<file path="src/design/xcvr_mgmt_pkg.sv">
// shared constants for the transceiver status and two-wire management block
package xcvr_mgmt_pkg;
  // two-wire device addresses, 7-bit form without the r/w bit
  localparam logic [6:0] ID_PAGE_ADDR   = 7'h50;  // 0xa0 >> 1
  localparam logic [6:0] DIAG_PAGE_ADDR = 7'h51;  // 0xa2 >> 1
  localparam logic [6:0] TEST_PAGE_ADDR = 7'h58;  // 0xb0 >> 1, not answered
  // diagnostics page map
  localparam logic [7:0] STATUS_OFFSET    = 8'h6e;
  localparam int         STAT_SOFT_DIS    = 6;
  localparam int         STAT_TX_DIS      = 7;
  localparam int         STAT_FAULT_BIT   = 2;
  localparam int         STAT_LOSS_BIT    = 1;
  localparam logic [7:0] MEAS_TEMP_OFFSET = 8'h60;  // 96..105, msb first
  localparam int         MEAS_COUNT       = 5;
  localparam logic [7:0] STATUS_RESET     = 8'h00;
  localparam logic [7:0] OFFSET_RESET     = 8'h00;
  localparam logic [3:0] BIT_RESET        = 4'h0;

  typedef enum logic [2:0] {
    BUS_IDLE, BUS_ADDR, BUS_ADDR_ACK, BUS_WRITE, BUS_WRITE_ACK,
    BUS_READ, BUS_READ_ACK
  } bus_state_t;
endpackage : xcvr_mgmt_pkg

</file>
<file path="src/design/xcvr_mgmt.sv">
// fault and loss flags plus two-wire serial memory of the transceiver
`timescale 1ns/1ns
`default_nettype none

module xcvr_mgmt (
  input  wire logic        ref_clk,
  input  wire logic        rst_n,
  input  wire logic        laser_off_pin,
  input  wire logic        laser_fault_det,
  input  wire logic        supply_low_det,
  input  wire logic        rx_power_weak,
  input  wire logic [15:0] meas_value [5],
  input  wire logic [7:0]  id_rom_data,
  output logic      [7:0]  id_rom_addr,
  output logic             laser_enable,
  output logic             tx_fault_out,
  output logic             tx_fault_oe,
  output logic             receive_signal_lost,
  output logic             module_present_pin,
  input  wire logic        two_wire_clock_pin,
  input  wire logic        two_wire_data_in,
  output logic             two_wire_data_out,
  output logic             two_wire_data_oe
);
  typedef struct packed {
    logic [1:0]              off_sync;
    logic [1:0]              scl_sync;
    logic [1:0]              sda_sync;
    logic                    scl_prev;
    logic                    sda_prev;
    logic                    off_prev;
    logic                    fault_latch;
    logic                    fault_out;
    logic                    loss_out;
    logic [7:0]              status;
    xcvr_mgmt_pkg::bus_state_t st;
    logic [3:0]              bitcnt;
    logic [7:0]              shift;
    logic                    diag_sel;
    logic                    rd;
    logic                    got_offset;
    logic [7:0]              offset;
    logic                    sda_low;
  } state_t;

  state_t s_q, s_d;

  // byte of the selected page at an offset; reads never change state
  function automatic logic [7:0] page_byte(input logic diag,
                                           input logic [7:0] off,
                                           input logic [7:0] stat,
                                           input logic [7:0] idb,
                                           input logic [15:0] m [5]);
    logic [7:0] rel;
    rel = off - xcvr_mgmt_pkg::MEAS_TEMP_OFFSET;
    page_byte = 8'h00;
    if (!diag) begin
      page_byte = idb;
    end else if (off == xcvr_mgmt_pkg::STATUS_OFFSET) begin
      page_byte = stat;
    end else if (off >= xcvr_mgmt_pkg::MEAS_TEMP_OFFSET &&
                 rel < 8'(2 * xcvr_mgmt_pkg::MEAS_COUNT)) begin
      page_byte = rel[0] ? m[rel[3:1]][7:0] : m[rel[3:1]][15:8];
    end
  endfunction : page_byte

  logic scl_rise;
  logic scl_fall;
  logic start_c;
  logic stop_c;
  logic [7:0] rd_byte;

  assign scl_rise = s_q.scl_sync[1] && !s_q.scl_prev;
  assign scl_fall = !s_q.scl_sync[1] && s_q.scl_prev;
  assign start_c  = s_q.scl_sync[1] && s_q.sda_prev && !s_q.sda_sync[1];
  assign stop_c   = s_q.scl_sync[1] && !s_q.sda_prev && s_q.sda_sync[1];
  assign id_rom_addr = s_q.offset;
  // live measurements and status come straight from the map
  assign rd_byte = page_byte(s_q.diag_sel, s_q.offset, s_q.status,
                             id_rom_data, meas_value);

  // next state of flags and serial slave
  always_comb begin
    s_d = s_q;
    s_d.off_sync = {s_q.off_sync[0], laser_off_pin};
    s_d.scl_sync = {s_q.scl_sync[0], two_wire_clock_pin};
    s_d.sda_sync = {s_q.sda_sync[0], two_wire_data_in};
    s_d.scl_prev = s_q.scl_sync[1];
    s_d.sda_prev = s_q.sda_sync[1];
    s_d.off_prev = s_q.off_sync[1];
    // any edge of laser-off clears the latch; a new fault wins
    if (s_q.off_sync[1] != s_q.off_prev) begin
      s_d.fault_latch = 1'b0;
    end
    // laser fault latches; only hardware sources feed it
    if (laser_fault_det) begin
      s_d.fault_latch = 1'b1;
    end
    // supply fault passes straight through, unlatched
    s_d.fault_out = s_d.fault_latch || supply_low_det;
    // loss of signal follows detector level
    s_d.loss_out = rx_power_weak;
    s_d.status[xcvr_mgmt_pkg::STAT_TX_DIS]    = s_q.off_sync[1];
    s_d.status[xcvr_mgmt_pkg::STAT_FAULT_BIT] = s_d.fault_out;
    s_d.status[xcvr_mgmt_pkg::STAT_LOSS_BIT]  = s_d.loss_out;

    if (stop_c) begin
      s_d.st = xcvr_mgmt_pkg::BUS_IDLE;
      s_d.sda_low = 1'b0;
    end else if (start_c) begin
      s_d.st = xcvr_mgmt_pkg::BUS_ADDR;
      s_d.bitcnt = xcvr_mgmt_pkg::BIT_RESET;
      s_d.sda_low = 1'b0;
    end else begin
      case (s_q.st)
        xcvr_mgmt_pkg::BUS_IDLE: s_d.sda_low = 1'b0;
        xcvr_mgmt_pkg::BUS_ADDR, xcvr_mgmt_pkg::BUS_WRITE: begin
          if (scl_rise) begin
            s_d.shift = {s_q.shift[6:0], s_q.sda_sync[1]};
            s_d.bitcnt = s_q.bitcnt + 4'h1;
          end
          if (scl_fall && s_q.bitcnt == 4'h8) begin
            s_d.bitcnt = xcvr_mgmt_pkg::BIT_RESET;
            if (s_q.st == xcvr_mgmt_pkg::BUS_ADDR) begin
              // only the two pages are acknowledged
              if (s_q.shift[7:1] == xcvr_mgmt_pkg::ID_PAGE_ADDR ||
                  s_q.shift[7:1] == xcvr_mgmt_pkg::DIAG_PAGE_ADDR) begin
                s_d.diag_sel = s_q.shift[1];
                s_d.rd = s_q.shift[0];
                s_d.got_offset = 1'b0;
                s_d.sda_low = 1'b1;
                s_d.st = xcvr_mgmt_pkg::BUS_ADDR_ACK;
              end else begin
                s_d.st = xcvr_mgmt_pkg::BUS_IDLE;
              end
            end else begin
              // first write byte sets the offset
              if (!s_q.got_offset) begin
                s_d.offset = s_q.shift;
                s_d.got_offset = 1'b1;
              end else begin
                // status byte takes the software disable bit
                if (s_q.diag_sel &&
                    s_q.offset == xcvr_mgmt_pkg::STATUS_OFFSET) begin
                  s_d.status[xcvr_mgmt_pkg::STAT_SOFT_DIS] =
                    s_q.shift[xcvr_mgmt_pkg::STAT_SOFT_DIS];
                end
                s_d.offset = s_q.offset + 8'h01;
              end
              s_d.sda_low = 1'b1;
              s_d.st = xcvr_mgmt_pkg::BUS_WRITE_ACK;
            end
          end
        end
        xcvr_mgmt_pkg::BUS_ADDR_ACK, xcvr_mgmt_pkg::BUS_WRITE_ACK: begin
          if (scl_fall) begin
            if (s_q.st == xcvr_mgmt_pkg::BUS_ADDR_ACK && s_q.rd) begin
              s_d.shift = rd_byte;
              s_d.sda_low = !rd_byte[7];
              s_d.bitcnt = 4'h1;
              s_d.st = xcvr_mgmt_pkg::BUS_READ;
            end else begin
              s_d.sda_low = 1'b0;
              s_d.st = xcvr_mgmt_pkg::BUS_WRITE;
            end
          end
        end
        xcvr_mgmt_pkg::BUS_READ: begin
          if (scl_fall) begin
            if (s_q.bitcnt == 4'h8) begin
              // offset advances after each byte returned
              s_d.offset = s_q.offset + 8'h01;
              s_d.sda_low = 1'b0;
              s_d.st = xcvr_mgmt_pkg::BUS_READ_ACK;
            end else begin
              s_d.shift = {s_q.shift[6:0], 1'b0};
              s_d.sda_low = !s_q.shift[6];
              s_d.bitcnt = s_q.bitcnt + 4'h1;
            end
          end
        end
        xcvr_mgmt_pkg::BUS_READ_ACK: begin
          // master ack continues the burst, nack ends it
          if (scl_rise && s_q.sda_sync[1]) begin
            s_d.st = xcvr_mgmt_pkg::BUS_IDLE;
          end else if (scl_fall) begin
            s_d.shift = rd_byte;
            s_d.sda_low = !rd_byte[7];
            s_d.bitcnt = 4'h1;
            s_d.st = xcvr_mgmt_pkg::BUS_READ;
          end
        end
        default: s_d.st = xcvr_mgmt_pkg::BUS_IDLE;
      endcase
    end
  end

  // one register bank for the whole module
  always_ff @(posedge ref_clk or negedge rst_n) begin
    if (!rst_n) begin
      s_q <= '0;
      s_q.status <= xcvr_mgmt_pkg::STATUS_RESET;
      s_q.offset <= xcvr_mgmt_pkg::OFFSET_RESET;
      s_q.scl_sync <= 2'h3;
      s_q.sda_sync <= 2'h3;
      s_q.scl_prev <= 1'b1;
      s_q.sda_prev <= 1'b1;
      s_q.off_sync <= 2'h3;
      s_q.off_prev <= 1'b1;
      s_q.st <= xcvr_mgmt_pkg::BUS_IDLE;
    end else begin
      s_q <= s_d;
    end
  end

  // laser runs only with no fault and no disable
  assign laser_enable = !s_q.fault_out && !s_q.off_sync[1] &&
                        !s_q.status[xcvr_mgmt_pkg::STAT_SOFT_DIS];
  // pin pulled low in normal operation, released on fault
  assign tx_fault_out = 1'b0;
  assign tx_fault_oe  = !s_q.fault_out;
  assign receive_signal_lost = s_q.loss_out;
  assign module_present_pin = 1'b0;
  assign two_wire_data_out  = 1'b0;
  assign two_wire_data_oe   = s_q.sda_low;

  // latch holds while laser-off is steady
  fault_hold_a: assert property (
    @(posedge ref_clk) disable iff (!rst_n)
    s_q.fault_latch && s_q.off_sync[1] == s_q.off_prev
    |=> s_q.fault_latch) else $error("fault latch dropped");
  // fault reaches the pin and stops the laser
  fault_pin_a: assert property (
    @(posedge ref_clk) disable iff (!rst_n)
    laser_fault_det |-> ##1 !tx_fault_oe ##0 !laser_enable)
    else $error("fault not shown on pin");
  // supply fault never outlives the supply dip
  supply_follow_a: assert property (
    @(posedge ref_clk) disable iff (!rst_n)
    supply_low_det && !s_q.fault_latch ##1 !supply_low_det && !s_d.fault_latch
    |=> tx_fault_oe) else $error("supply fault latched");
  // status bits agree with the pins the host sees
  status_mirror_a: assert property (
    @(posedge ref_clk) disable iff (!rst_n)
    s_q.status[xcvr_mgmt_pkg::STAT_FAULT_BIT] == !tx_fault_oe &&
    s_q.status[xcvr_mgmt_pkg::STAT_LOSS_BIT] == receive_signal_lost)
    else $error("status mirror mismatch");
  // loss output one edge behind the detector
  loss_follow_a: assert property (
    @(posedge ref_clk) disable iff (!rst_n)
    rx_power_weak |=> receive_signal_lost) else $error("loss missed");
  // software disable keeps the laser dark
  soft_disable_a: assert property (
    @(posedge ref_clk) disable iff (!rst_n)
    s_q.status[xcvr_mgmt_pkg::STAT_SOFT_DIS] |-> !laser_enable)
    else $error("soft disable ignored");
  // reserved page address is never acknowledged
  test_page_a: assert property (
    @(posedge ref_clk) disable iff (!rst_n)
    s_q.st == xcvr_mgmt_pkg::BUS_ADDR && scl_fall && s_q.bitcnt == 4'h8 &&
    s_q.shift[7:1] == xcvr_mgmt_pkg::TEST_PAGE_ADDR && !start_c && !stop_c
    |=> !two_wire_data_oe) else $error("reserved page acked");
  // offset steps once per byte returned
  read_step_a: assert property (
    @(posedge ref_clk) disable iff (!rst_n)
    s_q.st == xcvr_mgmt_pkg::BUS_READ && scl_fall && s_q.bitcnt == 4'h8 &&
    !start_c && !stop_c |=> s_q.offset == $past(s_q.offset) + 8'h01)
    else $error("offset did not step");
endmodule : xcvr_mgmt
`default_nettype wire

</file>
<file path="config.mk">
export PLATFORM = sky130hd
export DESIGN_NAME = xcvr_mgmt
export DESIGN_NICKNAME = d
export VERILOG_FILES = /design/src/design/xcvr_mgmt_pkg.sv /design/src/design/xcvr_mgmt.sv
export SDC_FILE = /design/constraint.sdc
export NUM_CORES = 1
export LEC_CHECK = 0
export ABC_CLOCK_PERIOD_IN_PS = 2350
export BUFFER_PORTS_ARGS = -buffer_cell sky130_fd_sc_hd__buf_2
export CAP_MARGIN = 40
export CORE_MARGIN = 5
export CORE_UTILIZATION = 46
export CTS_CLUSTER_DIAMETER = 40
export DETAILED_ROUTE_END_ITERATION = 8
export PLACE_DENSITY = 0.78
export SYNTH_ARGS = -nofsm -noshare
export SYNTH_HDL_FRONTEND = slang
export SYNTH_SLANG_ARGS = --single-unit
</file>
<file path="constraint.sdc">
create_clock -name ref_clk -period 2.35 [get_ports ref_clk]
set_clock_uncertainty 0.15 [all_clocks]
set_input_delay 0.235 -clock ref_clk [delete_from_list [all_inputs] [get_ports ref_clk]]
set_output_delay 0.235 -clock ref_clk [all_outputs]
set_load 0.02 [all_outputs]
</file>
==> metrics.cfg, run 1 <==
[run_status]
status=completed

[global_routing]
grt_pass1_vias=3254
grt_pass1_wl_mm=15.8
track_usage_pct=22.7
grt_max_degree=27
overflow=0
antenna_found_initial=0

[placed_design]
port_buffers=107
dpl_worst_slack_ns=0.00240
place_hpwl_mm=7.56
gp_congestion=0.895

[synthesis]
synth_top_area_share_pct=24.8
synthSimpleGateAreaFrac_pct=20.2
synth-adder-area-share_pct=1.94
synth_compound_area_share_pct=24.7
synthDistinctLibCells=64
synth.cell_area_um2=3230
synth-edff-count=0
synthTopCellsByCount=32 x a21oi_1, 32 x dfrtp_1, 29 x nor2_1
netlist_top_cells_area=dfrtp_1 25%, mux4_2 7.7%, dfstp_2 7.3%, a21oi_1 5.0%, o21ai_0 3.9%
yosysSeqAreaShare_pct=32.1
synth_top_cell_by_area=dfrtp_1
yosys_warnings=0
synth_mux_area_share_pct=12.3
ys_ff_latch=41
synth-async-reset-ratio_pct=100
yosys_most_used_dff=dfrtp_1
syn_inst=361
synth_top_family_by_area=compound AO/OA/AOI/OAI gates
avgSynthCellArea_um2=8.94
synthXorXnorAreaFrac_pct=0.543

[power_and_ir_drop]
powerDensity_nw_per_um2=510
p_leak_nw=1.92
peakVddDrop_uv=516

[setup_path]
worstSetupPathType=flop to flop
critPathMaxStageDelay_ns=0.41
crit_path_cell_trace=ha_2 -> nand2_1 -> or3b_4 -> a2111oi_4 -> buf_4 -> nand3_2 -> a311oi_2 -> a21o_1
critPathLaunchType=flop
endpoint_kind=flop
crit_family=compound AO/OA/AOI/OAI gates
path_max_fanout=5
crit_buf_inv=1
required_ns=2.45
reg2reg_depth=8
cp.depth=8
cp.arrival_ns=2.39
critPathSlowestCell=or3b_4

[cts]
clock_latency_ns=0.30
clock_path_buffers=2
cts_root_buffer=clkbuf_8
h-tree-depth=2
clock-sinks=41
clk_pin_slew_ns=0.08
cts_tree=built
cts_buffers=5

[final_layout]
fin_nets=587
diodes=0
drive_gt1_share_pct=41.5
fillerInstances=583
area.growth.synth_to_final_pct=30.2

[sta]
grt_setup_unrepaired=true
worstMarginPinSlew_ns=0.525
fmax_ghz=0.437
drv_slew=0
slew_headroom_pct=65.0
tns_ns=0
fin_crit_sh_pct=97.5
fin_crit_ns=2.29
hold_violations=0
setup_slack_ns=0.0592
setup_viol=0

[route]
vias=3352
drt-total-wl_mm=9.65
ant_nets=0
viasPerCell=5.75
remaining_drc_errors=0
dr.pass1.iters=4
drt_iter0_drc=241
routedWlPerCell_um=16.5

[floorplanning]
ioPinCount=111
initial_core_util_pct=47.5
die_x_um=93.8
die_height_um=93.8
dieArea_um2=8790
core-area_um2=6790
num_rows=30

[min_path]
whs_path_depth=4
hold_class=input port to flop

[job]
max_cap_viol_count=0

[layout make-up]
type	instances	area (µm²)	share of cell area [%]
well taps	96	120	2.86
flip-flops and latches	41	1040	24.7
clock buffers	5	68.8	1.64
inverters	15	56.3	1.34
clock inverters	3	21.3	0.506
multi-input cells	273	1980	47.2
repair buffers	150	913	21.7
[cells by family after synthesis]
group | after synthesis
xor+xnor | 2
mux | 25
flops | 41
compound gates | 117
buf+inv | 49
simple gates | 121
other cells | 1
fa+ha+maj | 5
[flip-flops by register name, summed over array words and instances, names as in the netlist]
register	count
s_q	26
id_rom_addr	8
s_d	6
two_wire_data_oe	1
[per-stage QoR]
stage	area (µm²)	power, mW	hold slack [ns]	util (%)	cells
CTS	4130	2.09	0.150	60.7	579
global placement	3950	1.56	0.191	58.1	563
global route	4200	2.29	0.185	61.8	583
detailed placement	3970	1.59	0.0481	58.4	564
finish	4200	2.14	0.169	61.8	583
floorplan	3240	1.33	-0.211	-	363
[path summary, 6_finish.rpt]
check                                    start                to  slack (ns)
max in group asynchronous                rst_n           s_d[39]        1.24
worst max register to register  id_rom_addr[5]           s_q[19]        0.06
min in group asynchronous                rst_n           s_q[24]        0.25
worst min-delay path            id_rom_data[7]  two_wire_data_oe        0.17
worst max-delay path            id_rom_addr[5]           s_q[19]        0.06
worst min register to register         s_d[46]           s_d[34]        0.21
[placed cells by master (no fill, tap or decap), types with 5 or more instances in the layout]
| cell type | instances |
|---|---|
| mux4_2 | 11 |
| buf_2 | 107 |
| nand2_1 | 26 |
| mux2_2 | 8 |
| dlygate4sd3_1 | 7 |
| nor2_1 | 27 |
| dfrtp_1 | 31 |
| a21oi_1 | 31 |
| o21ai_0 | 25 |
| and3_1 | 6 |
| nor2b_1 | 13 |
| dfstp_2 | 9 |
| a32oi_1 | 6 |
| clkbuf_8 | 5 |
| a211oi_1 | 8 |
| mux2i_1 | 6 |
| a21o_1 | 5 |
| nand3_1 | 8 |
| nor3_1 | 12 |
| buf_4 | 33 |
| inv_1 | 15 |
[where the power goes]
| group | switching (mW) | total, mW | internal, mW |
|---|---|---|---|
| logic | 0.326 | 0.690 | 0.364 |
| clock network | 0.272 | 0.483 | 0.211 |
| registers | 0.141 | 0.970 | 0.829 |
| total | 0.739 | 2.14 | 1.40 |
[per-layer routing]
metal / vias to the layer above / track usage [%] / routed length, µm
li1: 1595 / - / -
met1: 1643 / 29.1 / 4060
met2: 99 / 39.4 / 4980
met3: 15 / 3.04 / 421
met4: 0 / 7.22 / 184
met5: - / 0 / 0
[worst min-delay path, stage by stage]
cell,delay [ns]
buf_2,0.07
a21oi_1,0.10
nand4b_1,0.10
a31oi_1,0.07
[timing repair]
item | in CTS | in global routing
pin swaps | 1 | 3
resized for setup | 0 | 10
setup buffers | 0 | 4
hold buffers | 7 | 0
hold endpoints to repair | 19 | 0
endpoints found under the setup margin | 1 | 11
No activity file was read; power rests on OpenSTA's default activity.
==> run 2: changes to the inputs <==
--- a/config.mk
+++ b/config.mk
@@ -13,6 +13,7 @@
 export CTS_CLUSTER_DIAMETER = 40
 export DETAILED_ROUTE_END_ITERATION = 8
 export PLACE_DENSITY = 0.78
+export RECOVER_POWER = 50
 export SYNTH_ARGS = -nofsm -noshare
 export SYNTH_HDL_FRONTEND = slang
 export SYNTH_SLANG_ARGS = --single-unit
==> metrics.cfg, run 2 (synthesis results as in run 1) <==
[global_routing]
grt_pass1_vias=3254  ; unchanged
antenna_found_initial=0  ; unchanged
track_usage_pct=22.7  ; unchanged
grt_pass1_wl_mm=15.8  ; unchanged
overflow=0  ; unchanged
grt_max_degree=27  ; unchanged

[setup_path]
worstSetupPathType=flop to flop
critPathLaunchType=flop
path_max_fanout=5  ; unchanged
critPathMaxStageDelay_ns=0.41  ; about the same
crit_path_cell_trace=ha_2 -> nand2_1 -> or3b_4 -> a2111oi_4 -> buf_4 -> nand3_2 -> a311oi_2 -> a21o_1
endpoint_kind=flop
r2r_start=id_rom_addr[5]
r2r_slack_ns=0.06  ; about the same
crit_family=compound AO/OA/AOI/OAI gates
crit_buf_inv=1  ; unchanged
required_ns=2.45  ; about the same
startpoint=id_rom_addr[5]
cp.arrival_ns=2.39  ; about the same
critPathSlowestCell=or3b_4

[floorplanning]
die_x_um=93.8  ; unchanged
die_height_um=93.8  ; unchanged
num_rows=30  ; unchanged
dieArea_um2=8790  ; unchanged
core-area_um2=6790  ; unchanged
initial_core_util_pct=47.5  ; unchanged
ioPinCount=111  ; unchanged

[final_layout]
final_common_cell=buf_2
top_register=s_q
fin_nets=587  ; unchanged
final_cell_mix=105 x buf_2, 33 x buf_4, 31 x a21oi_1, 31 x dfrtp_1, 27 x nor2_1
area.growth.synth_to_final_pct=29.6
diodes=0  ; unchanged
fin_cells=583  ; unchanged
largest_reg_flops=26  ; unchanged
drive_gt1_share_pct=40.9  ; -0.62 points

[route]
viasPerCell=5.73  ; -0.36%
ant_nets=0  ; unchanged
drt-total-wl_mm=9.64  ; about the same
drt_iter0_drc=258  ; +7.1%
dr.pass1.iters=4  ; unchanged
remaining_drc_errors=0  ; unchanged
routedWlPerCell_um=16.5  ; about the same
vias=3340  ; -0.36%

[power_and_ir_drop]
power_mw=2.14  ; -0.22%
powerDensity_nw_per_um2=511  ; +0.20%
p_leak_nw=1.90  ; -0.59%
peakVddDrop_uv=514  ; -0.33%

[job]
max_cap_viol_count=0  ; unchanged

[cts]
h-tree-depth=2  ; unchanged
clock_path_buffers=2  ; unchanged
clock_latency_ns=0.30  ; about the same
clk_pin_slew_ns=0.08  ; about the same
cts_root_buffer=clkbuf_8
cts_buffers=5  ; unchanged
clock-sinks=41  ; unchanged
cts_tree=built

[min_path]
hp-start=id_rom_data[7]
hold_class=input port to flop

[placed_design]
gp_congestion=0.895  ; unchanged
port_buffers=107  ; unchanged
post-place-cells=564  ; unchanged
place_hpwl_mm=7.56  ; unchanged

[sta]
slew_headroom_pct=35.4  ; -30 points
fmax_ghz=0.436  ; about the same
tns_ns=0  ; unchanged
hold_violations=0  ; unchanged
grt_setup_unrepaired=true
setup_viol=0  ; unchanged
worstMarginPinSlew_ns=0.968  ; +0.444 ns
fin_crit_sh_pct=97.6  ; about the same
whs_ns=0.170  ; +0.000862 ns
drv_slew=0  ; unchanged
fin_crit_ns=2.29  ; +0.00221 ns

[run_status]
status=completed

[run 2: cell count changes in the layout (fill, tap and decap cells not counted), sizes merged]
cell	before	now
clkbuf	5	8
buf	143	140
[run 2: final cells by class]
type / instances / area [µm²]
well taps: 96 / 120
fillers: 587 / 2610
inverters: 15 / 56.3
repair buffers: 150 / 896
multi-input cells: 273 / 1980
clock inverters: 3 / 21.3
clock buffers: 5 / 68.8
flip-flops and latches: 41 / 1040
[run 2: stage by stage]
stage / setup slack, ns / area (µm²) / util (%)
global placement: 0.107 / 3950 / 58.1
CTS: 0.0486 / 4130 / 60.7
floorplan: 0.133 / 3240 / -
global route: -0.0478 / 4180 / 61.6
finish: 0.0570 / 4180 / 61.6
detailed placement: 0.00240 / 3970 / 58.4
[run 2: what timing repair did]
| action | CTS | global route |
|---|---|---|
| hold buffers | 7 | 0 |
| endpoints found under the setup margin | 1 | 11 |
| hold endpoints to repair | 19 | 0 |
| pin swaps | 1 | 3 |
| setup buffers | 0 | 4 |
| resized for setup | 0 | 10 |
[run 2: final timing paths]
check	cells past startpoint	endpoint
setup / recovery	8	s_q[19]
hold / removal	4	two_wire_data_oe
setup reg to reg	8	s_q[19]
hold reg to reg	0	s_d[40]
max in group asynchronous	3	id_rom_addr[2]
min in group asynchronous	2	s_q[24]
[run 2: layer usage]
metal  part of all wire [%]  track usage [%]  wire, µm  vias to the layer above
li1                       -                -         -                     1597
met1                     42             29.1      4050                     1632
met2                     52             39.4      5000                       96
met3                    4.3             3.04       410                       15
met4                    1.9             7.22       184                        0
met5                      0                0         0                        -
[run 2: worst min-delay path, stage by stage]
cell and delay, ns:
buf_2 0.07, a21oi_1 0.10, nand4b_1 0.10, a31oi_1 0.07
[run 2: power by group]
part	switching [mW]	internal (mW)
registers	0.141	0.828
clock network	0.272	0.211
logic	0.325	0.361
total	0.738	1.40
==> run 3: changes to the inputs <==
--- a/config.mk
+++ b/config.mk
@@ -12,8 +12,10 @@
 export CORE_UTILIZATION = 46
 export CTS_CLUSTER_DIAMETER = 40
 export DETAILED_ROUTE_END_ITERATION = 8
+export HOLD_SLACK_MARGIN = 0.06
 export PLACE_DENSITY = 0.78
 export RECOVER_POWER = 50
+export SETUP_SLACK_MARGIN = 0.4
 export SYNTH_ARGS = -nofsm -noshare
 export SYNTH_HDL_FRONTEND = slang
 export SYNTH_SLANG_ARGS = --single-unit
==> metrics.cfg, run 3 (synthesis results as in run 1) <==
[power_and_ir_drop]
p_seq_share_pct=41.1  ; -4.3 points
p_sw_share_pct=34.7  ; +0.21 points
p_leak_nw=2.12  ; +11%
p_int_mw=1.56  ; +11%
combPwrFrac_pct=38.3  ; +6.2 points
pwr-share-clk_pct=20.7  ; -1.9 points
switchingPower_uw=829  ; +12%
powerDensity_nw_per_um2=501  ; -1.9%
peakVddDrop_uv=403  ; -22%

[setup_path]
critPathSlowestCell=mux4_2
path_max_fanout=7  ; +2
crit_path_cell_trace=mux4_2 -> a211o_1 -> a32oi_2 -> a21oi_1 -> a221o_1
crit_buf_inv=0  ; -1
critPathMaxStageDelay_ns=0.54  ; +0.13 ns
critPathLaunchType=flop
endpoint_kind=flop
cp.arrival_ns=2.21  ; -0.18 ns
crit_family=compound AO/OA/AOI/OAI gates
worstSetupPathType=flop to flop
required_ns=2.38  ; -0.07 ns

[floorplanning]
core-area_um2=6790  ; unchanged
ioPinCount=111  ; unchanged
num_rows=30  ; unchanged
dieArea_um2=8790  ; unchanged
die_height_um=93.8  ; unchanged
die_x_um=93.8  ; unchanged
initial_core_util_pct=47.5  ; unchanged

[global_routing]
grt_pass1_wl_mm=16.6  ; +5.2%
grt_max_degree=30  ; +11%
overflow=0  ; unchanged
antenna_found_initial=0  ; unchanged
track_usage_pct=23.5  ; +0.76 points
grt_pass1_vias=3444  ; +5.8%

[final_layout]
final_common_cell=buf_2
final_area_um2=4760  ; +14%
top_register=s_q
diodes=0  ; unchanged
fillerInstances=495  ; -16%
largest_reg_flops=26  ; unchanged
drive_gt1_share_pct=52.1  ; +11 points
area.growth.synth_to_final_pct=47.5
fin_nets=620  ; +5.6%
final_util_pct=70.1  ; +8.5 points
final_cell_mix=105 x buf_2, 49 x buf_4, 27 x a21oi_1, 27 x dfrtp_1

[sta]
worstMarginPinSlew_ns=0.670  ; -0.298 ns
tns_ns=0  ; unchanged
fin_crit_sh_pct=92.4  ; -5.2 points
slew_headroom_pct=55.3  ; +20 points
hold_violations=0  ; unchanged
setup_viol=0  ; unchanged
grt_setup_unrepaired=true
fmax_ghz=0.460  ; +5.6%
drv_slew=0  ; unchanged
fin_crit_ns=2.17  ; -0.121 ns
whs_ns=0.164  ; -0.00544 ns
setup_slack_ns=0.178  ; +0.121 ns

[min_path]
hold_class=input port to flop

[route]
routedWlPerCell_um=18.6  ; +13%
dr.pass1.iters=6  ; +2
remaining_drc_errors=0  ; unchanged
drt_iter0_drc=288  ; +12%
vias=3692  ; +11%
ant_nets=0  ; unchanged
viasPerCell=5.99  ; +4.6%
drt-total-wl_mm=11.5  ; +19%

[cts]
cts_tree=built
clock_latency_ns=0.29  ; about the same
clock-sinks=41  ; unchanged
clk_pin_slew_ns=0.08  ; about the same
cts_buffers=5  ; unchanged
h-tree-depth=2  ; unchanged
clock_path_buffers=2  ; unchanged
cts_root_buffer=clkbuf_8

[job]
max_cap_viol_count=0  ; unchanged

[run_status]
status=completed

[placed_design]
post_dp_cell_area_um2=3940  ; -0.69%
dpl_worst_slack_ns=0.101  ; +0.0989 ns
gp_congestion=0.901  ; +0.67%
place_hpwl_mm=7.45  ; -1.5%
port_buffers=107  ; unchanged

==> run 3: changes by cell type in the layout (fill, tap and decap cells not counted), sizes merged <==
| cell | delta |
|---|---|
| buf | +33 |
| clkbuf | +1 |
| clkinv | +1 |
| clkinvlp | -1 |
| inv | -1 |
==> run 3: power by group through the flow <==
stage / clock (mW) / sequential (mW) / combinational, mW
floorplan: 0 / 0.931 / 0.409
global placement: 0 / 0.982 / 0.579
detailed placement: 0 / 0.984 / 0.603
CTS: 0.498 / 0.963 / 0.765
global route: 0.535 / 0.989 / 0.988
finish: 0.493 / 0.980 / 0.914
==> run 3: timing repair <==
item                                    in CTS  in global routing
pin swaps                                   10                 31
hold buffers                                 7                  0
endpoints found under the hold margin       24                  0
endpoints found under the setup margin      26                 26
resized for setup                           29                 69
cloned                                       1                  1
setup buffers                               24                 15
==> run 3: area by class of cell <==
type | count | area (µm²) | area share [%]
clock buffers | 6 | 82.6 | 1.73
inverters | 15 | 56.3 | 1.18
well taps | 96 | 120 | 2.52
repair buffers | 183 | 1230 | 25.7
multi-input cells | 273 | 2220 | 46.6
flip-flops and latches | 41 | 1040 | 21.9
clock inverters | 2 | 13.8 | 0.289
==> run 3: metal layers <==
layer / global-route usage, % / vias up / part of all wire (%)
met5: 0 / - / 0
met4: 6.98 / 0 / 3.0
met3: 4.17 / 38 / 7.5
met2: 39.9 / 186 / 51
met1: 30.3 / 1814 / 38
li1: - / 1654 / -
==> run 3: path summary, 6_finish.rpt <==
path | from | endpoint | slack, ns | cells past startpoint
hold / removal | id_rom_data[0] | s_q[12] | 0.16 | 3
hold reg to reg | s_d[44] | s_d[40] | 0.22 | 0
max in group asynchronous | rst_n | s_q[16] | 1.04 | 3
min in group asynchronous | rst_n | id_rom_addr[0] | 0.36 | 2
setup / recovery | id_rom_addr[1] | s_q[14] | 0.18 | 5
setup reg to reg | id_rom_addr[1] | s_q[14] | 0.18 | 5
==> run 3: worst register-to-register path, stage by stage (launching register included) <==
cell,delay [ns]
dfrtp_2,0.50
mux4_2,0.55
a211o_1,0.25
a32oi_2,0.22
a21oi_1,0.10
a221o_1,0.30
==> run 3: metrics by stage <==
stage | instances | total power [mW]
after floorplan | 363 | 1.34
after global placement | 560 | 1.56
after detailed placement | 560 | 1.59
after CTS | 600 | 2.23
after global routing | 616 | 2.51
final | 616 | 2.39
